## config.mk

```make
export PLATFORM = sky130hd
export DESIGN_NAME = itc_integration_time_controller
export DESIGN_NICKNAME = d
export VERILOG_FILES = /design/src/itc_pkg.sv /design/src/itc_integration_time_controller.sv
export VERILOG_INCLUDE_DIRS = /design/src
export SDC_FILE = /design/constraint.sdc
export NUM_CORES = 1
export LEC_CHECK = 0
export ABC_AREA = 1
export BUFFER_PORTS_ARGS = -buffer_cell sky130_fd_sc_hd__buf_2
export CORE_ASPECT_RATIO = 0.75
export CORE_MARGIN = 1
export CORE_UTILIZATION = 50
export DETAILED_ROUTE_END_ITERATION = 7
export GPL_TIMING_DRIVEN = 1
export HOLD_SLACK_MARGIN = 0.02
export PLACE_DENSITY_LB_ADDON = 0.25
export SLEW_MARGIN = 15
export SYNTH_ARGS = -nofsm -noshare
export SYNTH_HDL_FRONTEND = slang
export SYNTH_SLANG_ARGS = --single-unit
```

## constraint.sdc

```tcl
create_clock -name aclk -period 4.9 [get_ports aclk]
set_input_delay 1.47 -clock aclk [delete_from_list [all_inputs] [get_ports aclk]]
set_output_delay 1.47 -clock aclk [all_outputs]
set_load 0.05 [all_outputs]
```

## src/itc_cfg.svh

```systemverilog
/*
  Constants of the integration time controller: offsets, fields, reset values, timing counts.
  Assumes inclusion by bare name from the design file; definitions only.
*/
`ifndef ITC_CFG_SVH
`define ITC_CFG_SVH


// ==========================================================================
// Timing
`define ITC_CLK_PERIOD_NS   50
`define ITC_TICK_PERIOD_NS  1000000
`define ITC_TICK_CYCLES     ((`ITC_TICK_PERIOD_NS + `ITC_CLK_PERIOD_NS - 1) / `ITC_CLK_PERIOD_NS)

// ==========================================================================
// Shutter lines
`define ITC_FRAME_LINES     11'h420
`define ITC_NO_SHUTTER      11'h44C
`define ITC_FRACTION_LOG2   3
`define ITC_SHORT_SEL_MAX   5'h07
`define ITC_TABLE_SEL_MAX   5'h0F
`define ITC_HUNDRED_SEL_MAX 5'h17
`define ITC_HUNDRED_BASE    5'h0E
`define ITC_THOUSAND_BASE   5'h17

// ==========================================================================
// Millisecond counts
`define ITC_MS_SEL8         13'h0001
`define ITC_MS_SEL9         13'h0003
`define ITC_MS_SEL10        13'h0005
`define ITC_MS_SEL11        13'h000A
`define ITC_MS_SEL12        13'h0019
`define ITC_MS_SEL13        13'h0032
`define ITC_MS_SEL14        13'h0046
`define ITC_MS_SEL15        13'h0064
`define ITC_MS_HUNDRED      13'h0064
`define ITC_MS_THOUSAND     13'h03E8

// ==========================================================================
// Registers
`define ITC_OFS_CTRL        4'h0
`define ITC_OFS_STATUS      4'h4
`define ITC_OFS_SHUTTER     4'h8
`define ITC_OFS_MSCOUNT     4'hC
`define ITC_CTRL_DUAL_BIT   0
`define ITC_CTRL_RESET      1'b0
`define ITC_RESP_OKAY       2'h0
`define ITC_RESP_SLVERR     2'h2

`endif

```

## src/itc_pkg.sv

```systemverilog
/*
  Types of the integration time controller.
  Assumes nothing beyond a SystemVerilog compiler.
*/
package itc_pkg;

  typedef struct packed {
    logic [10:0] shutter_line;
    logic [12:0] ms_count;
  } itc_setting_t;

  typedef enum logic [0:0] {
    ITC_IDLE  = 1'b0,
    ITC_COUNT = 1'b1
  } itc_phase_t;

endpackage : itc_pkg

```

## src/itc_integration_time_controller.sv

```systemverilog
/*
  Integration time controller: selection capture, 1 ms tick, integration counter,
  trigger to the timing generator, AXI4-Lite register slave.
  Assumes all inputs synchronous to aclk and a host that resets after changing selection.
*/
// The register addresses and the AXI4-Lite slave port were left to the implementer.
`timescale 1ns/1ns
`include "itc_cfg.svh"

module itc_integration_time_controller #(
  parameter int TICK_CYCLES = `ITC_TICK_CYCLES
) (
  input  wire logic        aclk,
  input  wire logic        aresetn,
  input  wire logic        clk_en,
  input  wire logic [4:0]  integration_select_bits,
  input  wire logic        binning_select_switch,
  input  wire logic        frame_readout_done,
  output logic             integration_done_trigger,
  output logic [10:0]      shutter_start_line,
  output logic             shutter_line_load,
  input  wire logic [3:0]  s_axi_awaddr,
  input  wire logic        s_axi_awvalid,
  output logic             s_axi_awready,
  input  wire logic [31:0] s_axi_wdata,
  input  wire logic [3:0]  s_axi_wstrb,
  input  wire logic        s_axi_wvalid,
  output logic             s_axi_wready,
  output logic [1:0]       s_axi_bresp,
  output logic             s_axi_bvalid,
  input  wire logic        s_axi_bready,
  input  wire logic [3:0]  s_axi_araddr,
  input  wire logic        s_axi_arvalid,
  output logic             s_axi_arready,
  output logic [31:0]      s_axi_rdata,
  output logic [1:0]       s_axi_rresp,
  output logic             s_axi_rvalid,
  input  wire logic        s_axi_rready
);

  if (TICK_CYCLES < 2) begin : g_bad_tick
    $error("TICK_CYCLES must be at least 2");
  end

  // ========================================================================
  // Setting lookup
  function automatic itc_pkg::itc_setting_t itc_lookup(input logic [4:0] sel,
                                                       input logic       half);
    itc_pkg::itc_setting_t s;
    logic [10:0]           line;
    s.shutter_line = `ITC_NO_SHUTTER;
    s.ms_count     = 13'h0000;
    line = `ITC_FRAME_LINES - 11'(sel) * (`ITC_FRAME_LINES >> `ITC_FRACTION_LOG2);
    if (sel == 5'h00) begin
      s.ms_count = 13'h0000;
    end else if (sel <= `ITC_SHORT_SEL_MAX) begin
      s.shutter_line = half ? (line >> 1) : line;
    end else if (sel <= `ITC_TABLE_SEL_MAX) begin
      unique case (sel[2:0])
        3'h0: s.ms_count = `ITC_MS_SEL8;
        3'h1: s.ms_count = `ITC_MS_SEL9;
        3'h2: s.ms_count = `ITC_MS_SEL10;
        3'h3: s.ms_count = `ITC_MS_SEL11;
        3'h4: s.ms_count = `ITC_MS_SEL12;
        3'h5: s.ms_count = `ITC_MS_SEL13;
        3'h6: s.ms_count = `ITC_MS_SEL14;
        3'h7: s.ms_count = `ITC_MS_SEL15;
      endcase
    end else if (sel <= `ITC_HUNDRED_SEL_MAX) begin
      s.ms_count = 13'(13'(sel - `ITC_HUNDRED_BASE) * `ITC_MS_HUNDRED);
    end else begin
      s.ms_count = 13'(13'(sel - `ITC_THOUSAND_BASE) * `ITC_MS_THOUSAND);
    end
    return s;
  endfunction : itc_lookup

  // ========================================================================
  // Selection capture after reset
  logic                  captured_r;
  logic                  captured_q_r;
  logic [4:0]            sel_r;
  logic                  binning_r;
  logic                  dual_r;
  logic                  reload_r;
  itc_pkg::itc_setting_t setting_r;
  itc_pkg::itc_setting_t setting_nxt;

  assign setting_nxt = itc_lookup(sel_r, binning_r | dual_r);

  always_ff @(posedge aclk) begin
    if (!aresetn) begin
      captured_r <= 1'b0;
      sel_r      <= 5'h00;
      binning_r  <= 1'b0;
    end else if (clk_en && !captured_r) begin
      captured_r <= 1'b1;
      sel_r      <= integration_select_bits;
      binning_r  <= binning_select_switch;
    end
  end

  // Setting follows the captured selection; load strobe in the same cycle as the new line
  always_ff @(posedge aclk) begin
    if (!aresetn) begin
      captured_q_r       <= 1'b0;
      setting_r          <= '{`ITC_NO_SHUTTER, 13'h0000};
      shutter_start_line <= `ITC_NO_SHUTTER;
      shutter_line_load  <= 1'b0;
    end else if (clk_en) begin
      captured_q_r       <= captured_r;
      setting_r          <= setting_nxt;
      shutter_start_line <= setting_nxt.shutter_line;
      shutter_line_load  <= (captured_r && !captured_q_r) || reload_r;
    end
  end

  // ========================================================================
  // 1 ms tick
  logic [$clog2(TICK_CYCLES)-1:0] presc_r;
  logic                           tick_r;

  always_ff @(posedge aclk) begin
    if (!aresetn) begin
      presc_r <= '0;
      tick_r  <= 1'b0;
    end else if (clk_en) begin
      tick_r <= (presc_r == $bits(presc_r)'(TICK_CYCLES - 1));
      if (presc_r == $bits(presc_r)'(TICK_CYCLES - 1)) begin
        presc_r <= '0;
      end else begin
        presc_r <= presc_r + 1'b1;
      end
    end
  end

  // ========================================================================
  // Integration counter and trigger
  itc_pkg::itc_phase_t phase_r;
  logic [12:0]         count_r;

  always_ff @(posedge aclk) begin
    if (!aresetn) begin
      phase_r                  <= itc_pkg::ITC_IDLE;
      count_r                  <= 13'h0000;
      integration_done_trigger <= 1'b0;
    end else if (clk_en) begin
      integration_done_trigger <= 1'b0;
      if (frame_readout_done) begin
        phase_r <= itc_pkg::ITC_COUNT;
        count_r <= 13'h0000;
      end else begin
        unique case (phase_r)
          itc_pkg::ITC_IDLE: count_r <= count_r;
          itc_pkg::ITC_COUNT: begin
            if (tick_r) begin
              if (count_r == setting_r.ms_count) begin
                integration_done_trigger <= 1'b1;
                phase_r                  <= itc_pkg::ITC_IDLE;
              end else begin
                count_r <= count_r + 13'h0001;
              end
            end
          end
        endcase
      end
    end
  end

  // ========================================================================
  // AXI4-Lite slave
  logic        aw_full_r;
  logic        w_full_r;
  logic [3:0]  waddr_r;
  logic [31:0] wdata_r;
  logic [3:0]  wstrb_r;
  logic        do_write;
  logic [31:0] rdata_nxt;
  logic        rmapped;

  assign do_write = aw_full_r && w_full_r && !s_axi_bvalid;

  always_ff @(posedge aclk) begin
    if (!aresetn) begin
      aw_full_r     <= 1'b0;
      s_axi_awready <= 1'b0;
      waddr_r       <= 4'h0;
    end else if (clk_en) begin
      if (s_axi_awvalid && s_axi_awready) begin
        aw_full_r     <= 1'b1;
        s_axi_awready <= 1'b0;
        waddr_r       <= s_axi_awaddr;
      end else if (do_write) begin
        aw_full_r     <= 1'b0;
        s_axi_awready <= 1'b1;
      end else if (!aw_full_r) begin
        s_axi_awready <= 1'b1;
      end
    end
  end

  always_ff @(posedge aclk) begin
    if (!aresetn) begin
      w_full_r     <= 1'b0;
      s_axi_wready <= 1'b0;
      wdata_r      <= 32'h0000_0000;
      wstrb_r      <= 4'h0;
    end else if (clk_en) begin
      if (s_axi_wvalid && s_axi_wready) begin
        w_full_r     <= 1'b1;
        s_axi_wready <= 1'b0;
        wdata_r      <= s_axi_wdata;
        wstrb_r      <= s_axi_wstrb;
      end else if (do_write) begin
        w_full_r     <= 1'b0;
        s_axi_wready <= 1'b1;
      end else if (!w_full_r) begin
        s_axi_wready <= 1'b1;
      end
    end
  end

  // Control register write and write response
  always_ff @(posedge aclk) begin
    if (!aresetn) begin
      dual_r       <= `ITC_CTRL_RESET;
      reload_r     <= 1'b0;
      s_axi_bvalid <= 1'b0;
      s_axi_bresp  <= `ITC_RESP_OKAY;
    end else if (clk_en) begin
      reload_r <= 1'b0;
      if (do_write) begin
        s_axi_bvalid <= 1'b1;
        s_axi_bresp  <= `ITC_RESP_OKAY;
        if (waddr_r[3:2] == 2'(`ITC_OFS_CTRL >> 2) && wstrb_r[0]) begin
          dual_r   <= wdata_r[`ITC_CTRL_DUAL_BIT];
          reload_r <= 1'b1;
        end
      end else if (s_axi_bvalid && s_axi_bready) begin
        s_axi_bvalid <= 1'b0;
      end
    end
  end

  always_comb begin
    rdata_nxt = 32'h0000_0000;
    rmapped   = 1'b1;
    unique case (s_axi_araddr[3:2])
      2'(`ITC_OFS_CTRL >> 2):    rdata_nxt = {31'h0000_0000, dual_r};
      2'(`ITC_OFS_STATUS >> 2):  rdata_nxt = {24'h00_0000, binning_r | dual_r,
                                              phase_r == itc_pkg::ITC_COUNT,
                                              binning_r, sel_r};
      2'(`ITC_OFS_SHUTTER >> 2): rdata_nxt = {21'h00_0000, setting_r.shutter_line};
      2'(`ITC_OFS_MSCOUNT >> 2): rdata_nxt = {3'h0, count_r, 3'h0, setting_r.ms_count};
    endcase
  end

  always_ff @(posedge aclk) begin
    if (!aresetn) begin
      s_axi_arready <= 1'b0;
      s_axi_rvalid  <= 1'b0;
      s_axi_rdata   <= 32'h0000_0000;
      s_axi_rresp   <= `ITC_RESP_OKAY;
    end else if (clk_en) begin
      if (s_axi_arvalid && s_axi_arready) begin
        s_axi_arready <= 1'b0;
        s_axi_rvalid  <= 1'b1;
        s_axi_rdata   <= rdata_nxt;
        s_axi_rresp   <= rmapped ? `ITC_RESP_OKAY : `ITC_RESP_SLVERR;
      end else if (s_axi_rvalid && s_axi_rready) begin
        s_axi_rvalid  <= 1'b0;
        s_axi_arready <= 1'b1;
      end else if (!s_axi_rvalid) begin
        s_axi_arready <= 1'b1;
      end
    end
  end
endmodule : itc_integration_time_controller

```

==> flow_results.org, run 1 <==
** Synthesis
- Counting every instance in the synthesized netlist gives 936.
- Summed over all instances, the cell type with the most area after synthesis is dfxtp_1.
- Unique cell type count in the Yosys netlist :: 44
- Sequential elements use 32.2% of the synthesized area.
- Average instance area after synthesis :: 7.25 sq um
- The synthesized netlist occupies a cell area of 6780 sq um.
- After synthesis, the cell types taking the most area are dfxtp_1, nand2_1, ha_1, inv_1, a21oi_1.
- The Yosys step of the flow raised 0 warnings.
- Fraction of synthesized cell area taken by the top area cell type :: 32.2%
- In this run, synthesis produced a sequential element count of 109.

** Timing
- The routed design could run at a clock period as short as 4.60 ns.
- Worst Max-Slew Pin Slew :: 0.576 ns
- Ratio of final minimum period to clock period :: 93.8%
- Fin. Hold Viols :: 0
- Based on the critical path, the design can be clocked at up to 218 MHz.
- For the final routed database, the setup TNS stands at 0 ns.
- Unrepaired setup endpoints after global routing :: false
- Worst Clk Skew :: 0.0123 ns
- Worst hold-check slack :: 0.445 ns
- Headroom to the max-slew limit :: 61.6%
- Final setup violation count :: 0
- Max-slew violation count :: 0

** Outcome
- Result of the run :: finished clean

** Critical path
- Category of cells accounting for the largest share of critical-path delay :: adder cells
- Data on the critical path is required at its endpoint by 5.13 ns.
- CP arrival :: 4.83 ns
- On the worst path, the slowest cell contributes a delay of 0.55 ns.
- For flop-to-flop paths, the worst setup slack is 0.30 ns.
- Element type at the critical path start :: register
- Startpoint of the most critical register-to-register path :: sel_r[0]
- Critical-path cell list :: inv_1 > ha_1 > xnor2_1 > xnor2_1 > fa_1 > inv_1 > fa_1 > inv_1 > fa_1 > inv_1 > ha_1 > a21oi_1 > o21ai_0 > or2_2 > a31oi_1 > o21ai_0
- Highest fanout seen on the critical path :: 9
- The critical path in this run is classified as reg -> reg.
- Crit-path slowest cell :: dfxtp_1
- Buffering stage count on the worst path with inverters included :: 4
- Endpoint type of the worst setup path :: register
- Most repeated library cell on the critical path :: inv_1
- Startpoint of the worst setup timing path :: sel_r[0]

** CTS
- Post-CTS repair changed the size of 0 cells.
- Post-CTS Setup Bufs :: 0
- CTS built an H-tree with a depth of 3.
- TritonCTS clock tree :: yes
- Worst-skew pair later-pin latency :: 0.35 ns
- CTS buffer count :: 9
- Clock net sink count :: 109
- Clock transition at path regs :: 0.07 ns
- CTS hold repair buffers :: 0
- CTS placed an instance of clkbuf_16 at the clock tree root.
- Longest Clk Path Bufs :: 2

** Floorplan
- Once the floorplan was initialized, standard cells occupied 51.7% of the core.
- IO Pins :: 113
- Height of the die :: 103 um
- Number of rows created at floorplan :: 36
- Floorplan die width :: 136 um
- The die covers 14000 sq um.
- The region available for standard cell placement spans 13100 sq um.

** Global routing
- Via count of the first global-routing pass :: 5276
- For this run the aggregate overflow at the end of global routing stands at 0.
- The number of antenna violations at the first check in global routing came to 0.
- Global routing used 23.5% of the available tracks across all layers.
- Global-route wire length before repair :: 25.7 mm
- Entering global routing, the biggest net connects 50 pins.

** Detailed routing
- For this block, the routed nets add up to 15.6 mm of wire.
- Dividing the detail-routed wire length by the instance count gives 13.6 um.
- In the routed design, unresolved DRC markers number 0.
- For this block, the initial DRC count from the detailed router was 396.
- Total number of vias :: 5921
- Using the TritonRoute via totals, the vias-per-cell ratio works out to 5.16.
- In this run the remaining antenna-violating nets after routing total 0.
- Before antenna repair, the detailed router went through 5 iterations.

** Run
- Maxcap violations :: 0

** Cells and area
- Share of post-route cells with drive strength above 1 :: 12.0%
- Final standard cell area without fillers :: 7370 sq um
- Number of nets in the final layout :: 1094
- In the layout the commonest cells are nand2_1, inv_1, dfxtp_1.
- Filler Cell Count :: 1252
- ANT cells :: 0
- The multi-input combinational cells in the finished layout cover a total of 3830 sq um.
- The library cell used most frequently in the layout, excluding fill and tap cells, is nand2_1.
- Relative to the synthesized area, the layout overhead comes to 8.67%.
- Sequential cell area :: 2180 sq um
- Util after Layout :: 56.2%

** Place
- Final HPWL from detailed placement :: 11.8 mm
- Port Buffers :: 63
- At the end of routability-driven placement, the weighted congestion stood at 0.895.
- Post-DP Area :: 7070 sq um

** Power
- The worst-case IR drop observed on VDD is 0.000243 V.
- Pwr dens :: 365 nW/um^2
- Leak :: 3.30 nW
- The design draws 0.00269 W.

** Worst hold path
- In this run the worst hold path is classified as reg -> reg.
power breakdown:
group	internal [W]	switching (W)
registers	0.000915	0.0000285
clock network	0.000389	0.000325
logic	0.000384	0.000645
total	0.00169	0.000999
cell usage after synthesis, drive strengths merged:
cell type,n
o21ai,70
nand2,187
buf,38
nor2,83
clkinv,2
o32ai,1
nand4,5
nor4,1
and3,1
xnor2,10
and2,1
fa,16
o211ai,13
nand3,71
or2,3
o31ai,1
a211oi,2
conb,1
o21a,2
xor2,22
dfxtp,109
clkbuf,20
nor3b,1
nand3b,1
a31oi,5
nor3,26
inv,118
a21oi,77
or3b,1
a221oi,1
ha,47
logic make-up (layout without fill, tap and decap cells):
logic type | after synthesis | after routing | share of synthesized area (%)
buffers and inverters | 178 | 209 | 11.8
AOI/OAI and AO/OA | 172 | 172 | 13.6
adders and majority gates | 63 | 63 | 13.4
and+or+nand+nor | 381 | 381 | 24.8
xor gates and xnor gates | 32 | 32 | 4.13
other | 1 | 11 | 0.0553
DFF | 109 | 109 | 32.2
flip-flops by register name, summed over array words and instances, names as in the netlist, 2 cells and up, named ones only:
signal / flops
s_axi_rdata: 26
count_r: 13
sel_r: 5
presc_r: 15
waddr_r: 2
setting_r: 23
through the flow:
step                      cells  setup WS (ns)
after global routing       1148         0.0595
after floorplan             946          0.568
after detailed placement   1132          0.359
final                      1148          0.303
after CTS                  1148          0.336
after global placement     1132          0.407
layer usage:
layer,GRT usage (%),part of all wire (%)
met1,34.3,53
met2,34.7,40
met3,5.26,5.9
met4,5.56,1.4
met5,0,0
tightest hold or removal path, delay by kind of cell, from the launching register on:
family	cells	cell delay, ns
flip-flops	1	0.30
AND/OR/NAND/NOR	1	0.05
AO/OA/AOI/OAI	1	0.05
cell type report:
cell class,instances,share of cell area [%]
Multi-Input combinational cell,659,52.0
Sequential cell,109,29.6
Inverter,120,6.15
Timing Repair Buffer,73,5.30
Clock buffer,12,3.62
Tap cell,171,2.90
Clock inverter,4,0.407
worst paths after layout:
path / to / depth (start not counted)
worst max-delay path: setting_r[10] / 16
worst min-delay path: setting_r[0] / 2
worst max register to register: setting_r[10] / 16
worst min register to register: setting_r[0] / 2
Note: power is estimated with default switching activity, not from simulation.
==> run 2, diff against run 1 <==
Settings changed: RECOVER_POWER set to 100.
==> flow_results.org, run 2 (synthesized netlist as in run 1, its figures left out) <==
** Critical path
- The critical path starts at sel_r[0].
- Number of cell instances on the worst register-to-register path :: 16
- At the worst endpoint, the arrival time is 4.81 ns.
- Critical setup path kind :: reg -> reg
- Setup slack on the worst flop-to-flop path :: 0.30 ns
- Endpoint of the worst setup timing path :: setting_r[10]
- At the worst endpoint, the required time is 5.12 ns.
- The worst setup path is launched from a register.
- Critical register-to-register path endpoint :: setting_r[10]
- The worst setup path is captured at a register.
- Along the worst path, the maximum fanout reaches 9.
- The startpoint identified for the worst register-to-register timing path is sel_r[0].

** Timing
- Max-slew violation count :: 40
- Setup repair after global routing left no endpoint under its margin.
- Worst Max-Slew Pin Slew :: 1.64 ns
- Ratio of final minimum period to clock period :: 93.8%
- Final setup violation count :: 0
- The final count of hold timing violations came to 0.
- Across the routed clock network, the largest skew measured is 0.0117 ns.
- Fmax :: 218 MHz
- Summed over all failing endpoints, the final setup total negative slack is 0 ns.
- The worst pin sits at a relative slew slack of -10.3%.
- The smallest clock period supported by the final layout is computed as 4.60 ns.
- Setup slack on the critical path of the routed design comes to 0.304 ns.

** Detailed routing
- After detailed routing, the average wire length per cell comes to 13.5 um.
- Metal1 wirelength :: 8.11 mm
- Number of nets still failing antenna checks after routing :: 0
- For this block, the routed nets add up to 15.5 mm of wire.
- Starting DRT DRC Count :: 400
- Signal routing reaches up to met4.
- Metal3 WL :: 1.04 mm
- Total number of vias :: 5907
- After detailed routing, the number of remaining DRC violations is 0.
- Avg Vias per Cell :: 5.15
- For this run, the detailed router's first-pass iteration total came to 5.
- Detail Route met2 WL :: 6.17 mm

** Floorplan
- The die is 136 um wide.
- Height of the die :: 103 um
- Area inside the core boundary :: 13100 sq um
- The floorplan has 36 rows.
- Initial core utilization :: 51.7%
- IO Pins :: 113
- The die covers 14000 sq um.

** Power
- Tot Pwr :: 0.00268 W
- VDD sags by at most 0.000239 V.
- For this design the ratio of total power to cell area is 368 nW/um^2.
- Leak :: 3.12 nW

** CTS
- The later pin in the worst-skew pair is clocked with a latency of 0.35 ns.
- Longest Clk Path Bufs :: 2
- The H-tree generated during clock tree synthesis spans 3 levels.
- The clock net in this run drives a total of 109 sinks.
- Post-CTS Setup Bufs :: 0
- The number of gates resized after CTS was 0.
- Buffers inserted during clock tree synthesis total 9.
- After clock tree synthesis, the clock-pin slew on the worst setup and hold paths is 0.07 ns.
- Clock tree synthesis selected as its root buffer the cell clkbuf_16.
- TritonCTS clock tree :: yes
- In this run, post-CTS hold repair placed 0 buffers.

** Cells and area
- Area added between synthesis and finish :: 7.38%
- The largest registers in the layout are s_axi_rdata x26, setting_r x23, presc_r x15.
- Max reg flops :: 26
- Excluding fillers, the count of instances in the completed layout stands at 1148.
- Final standard cell area without fillers :: 7280 sq um
- More flip-flops sit in one register than any other, and that register is s_axi_rdata.
- After filler insertion, the fill cell instance count of the layout stands at 1292.
- The repair_antennas step left the layout with diodes totalling 0.
- Share of post-route cells with drive strength above 1 :: 6.35%
- In the layout the commonest cells are nand2_1, inv_1, dfxtp_1.
- The library cell used most frequently in the layout, excluding fill and tap cells, is nand2_1.
- Number of nets in the final layout :: 1094

** Outcome
- The final reports fail on capacitance limit, slew limit.
- The flow ran to the end, but the final reports show violations.

** Place
- Port Buffers :: 63
- Routability-driven placement finished with a final weighted congestion of 0.895.
- Post-DP Area :: 7070 sq um
- Final HPWL from detailed placement :: 11.8 mm
- The number of placed instances, taps included, is 1132.
- Worst setup timing slack at the placement stage :: 0.359 ns

** Run
- Maxcap violations :: 1

** Global routing
- For this run the aggregate overflow at the end of global routing stands at 0.
- Global-route wire length before repair :: 25.7 mm
- Global routing consumed, over all layers together, 23.5% of the routing resources.
- The via count of the first global-routing pass came to 5276.
- The number of antenna violations at the first check in global routing came to 0.
- Entering global routing, the biggest net connects 50 pins.

** Worst hold path
- Classification of the worst-slack hold path :: reg -> reg
[run 2: worst min-delay path by stage]
| stage | cells after the start | slack (ns) | from | end |
|---|---|---|---|---|
| 2_1_floorplan | 2 | 0.42 | wdata_r[0] | wdata_r[0] |
| 3_3_place_gp | 2 | 0.43 | wdata_r[0] | wdata_r[0] |
| 3_5_place_dp | 2 | 0.44 | wdata_r[0] | wdata_r[0] |
| 4_1_cts | 2 | 0.45 | wdata_r[0] | wdata_r[0] |
| 5_1_grt | 2 | 0.48 | register | setting_r[0] |
| 6_report | 2 | 0.45 | register | setting_r[0] |
[run 2: final cells by class]
type	count	area [sq um]	share of cell area, %
clock buffer	12	267	3.66
clock inverter	4	30.0	0.412
inverter	120	452	6.20
multi-input combinational	659	3810	52.3
sequential	109	2180	30.0
tap	171	214	2.94
timing repair buffer	73	330	4.54
[run 2: metal layers]
layer / track usage [%] / up-vias
met4: 5.56 / 0
met2: 34.7 / 190
met5: 0 / -
met3: 5.26 / 18
met1: 34.3 / 2627
li1: - / 3072
[run 2: critical path, cell delays in order, from the launching register on]
cell     delay (ns)
dfxtp_1        0.54
inv_1          0.11
ha_1           0.43
xnor2_1        0.36
xnor2_1        0.15
fa_1           0.52
inv_1          0.05
fa_1           0.53
inv_1          0.05
fa_1           0.49
inv_1          0.04
ha_1           0.32
a21oi_1        0.20
o21ai_0        0.13
or2_2          0.28
a31oi_1        0.19
o21ai_0        0.09
[run 2: metrics by stage]
stage          hold slack (ns)  util, %
3_3_place_gp             0.431     54.0
4_1_cts                  0.446     56.2
5_1_grt                  0.476     55.6
2_1_floorplan            0.420        -
3_5_place_dp             0.435     54.0
6_report                 0.446     55.6
[run 2: power breakdown]
| part | internal (W) | switching, W | total [W] |
|---|---|---|---|
| clock | 0.000389 | 0.000325 | 0.000713 |
| sequential | 0.000915 | 0.0000287 | 0.000944 |
| combinational | 0.000380 | 0.000643 | 0.00102 |
| total | 0.00168 | 0.000997 | 0.00268 |
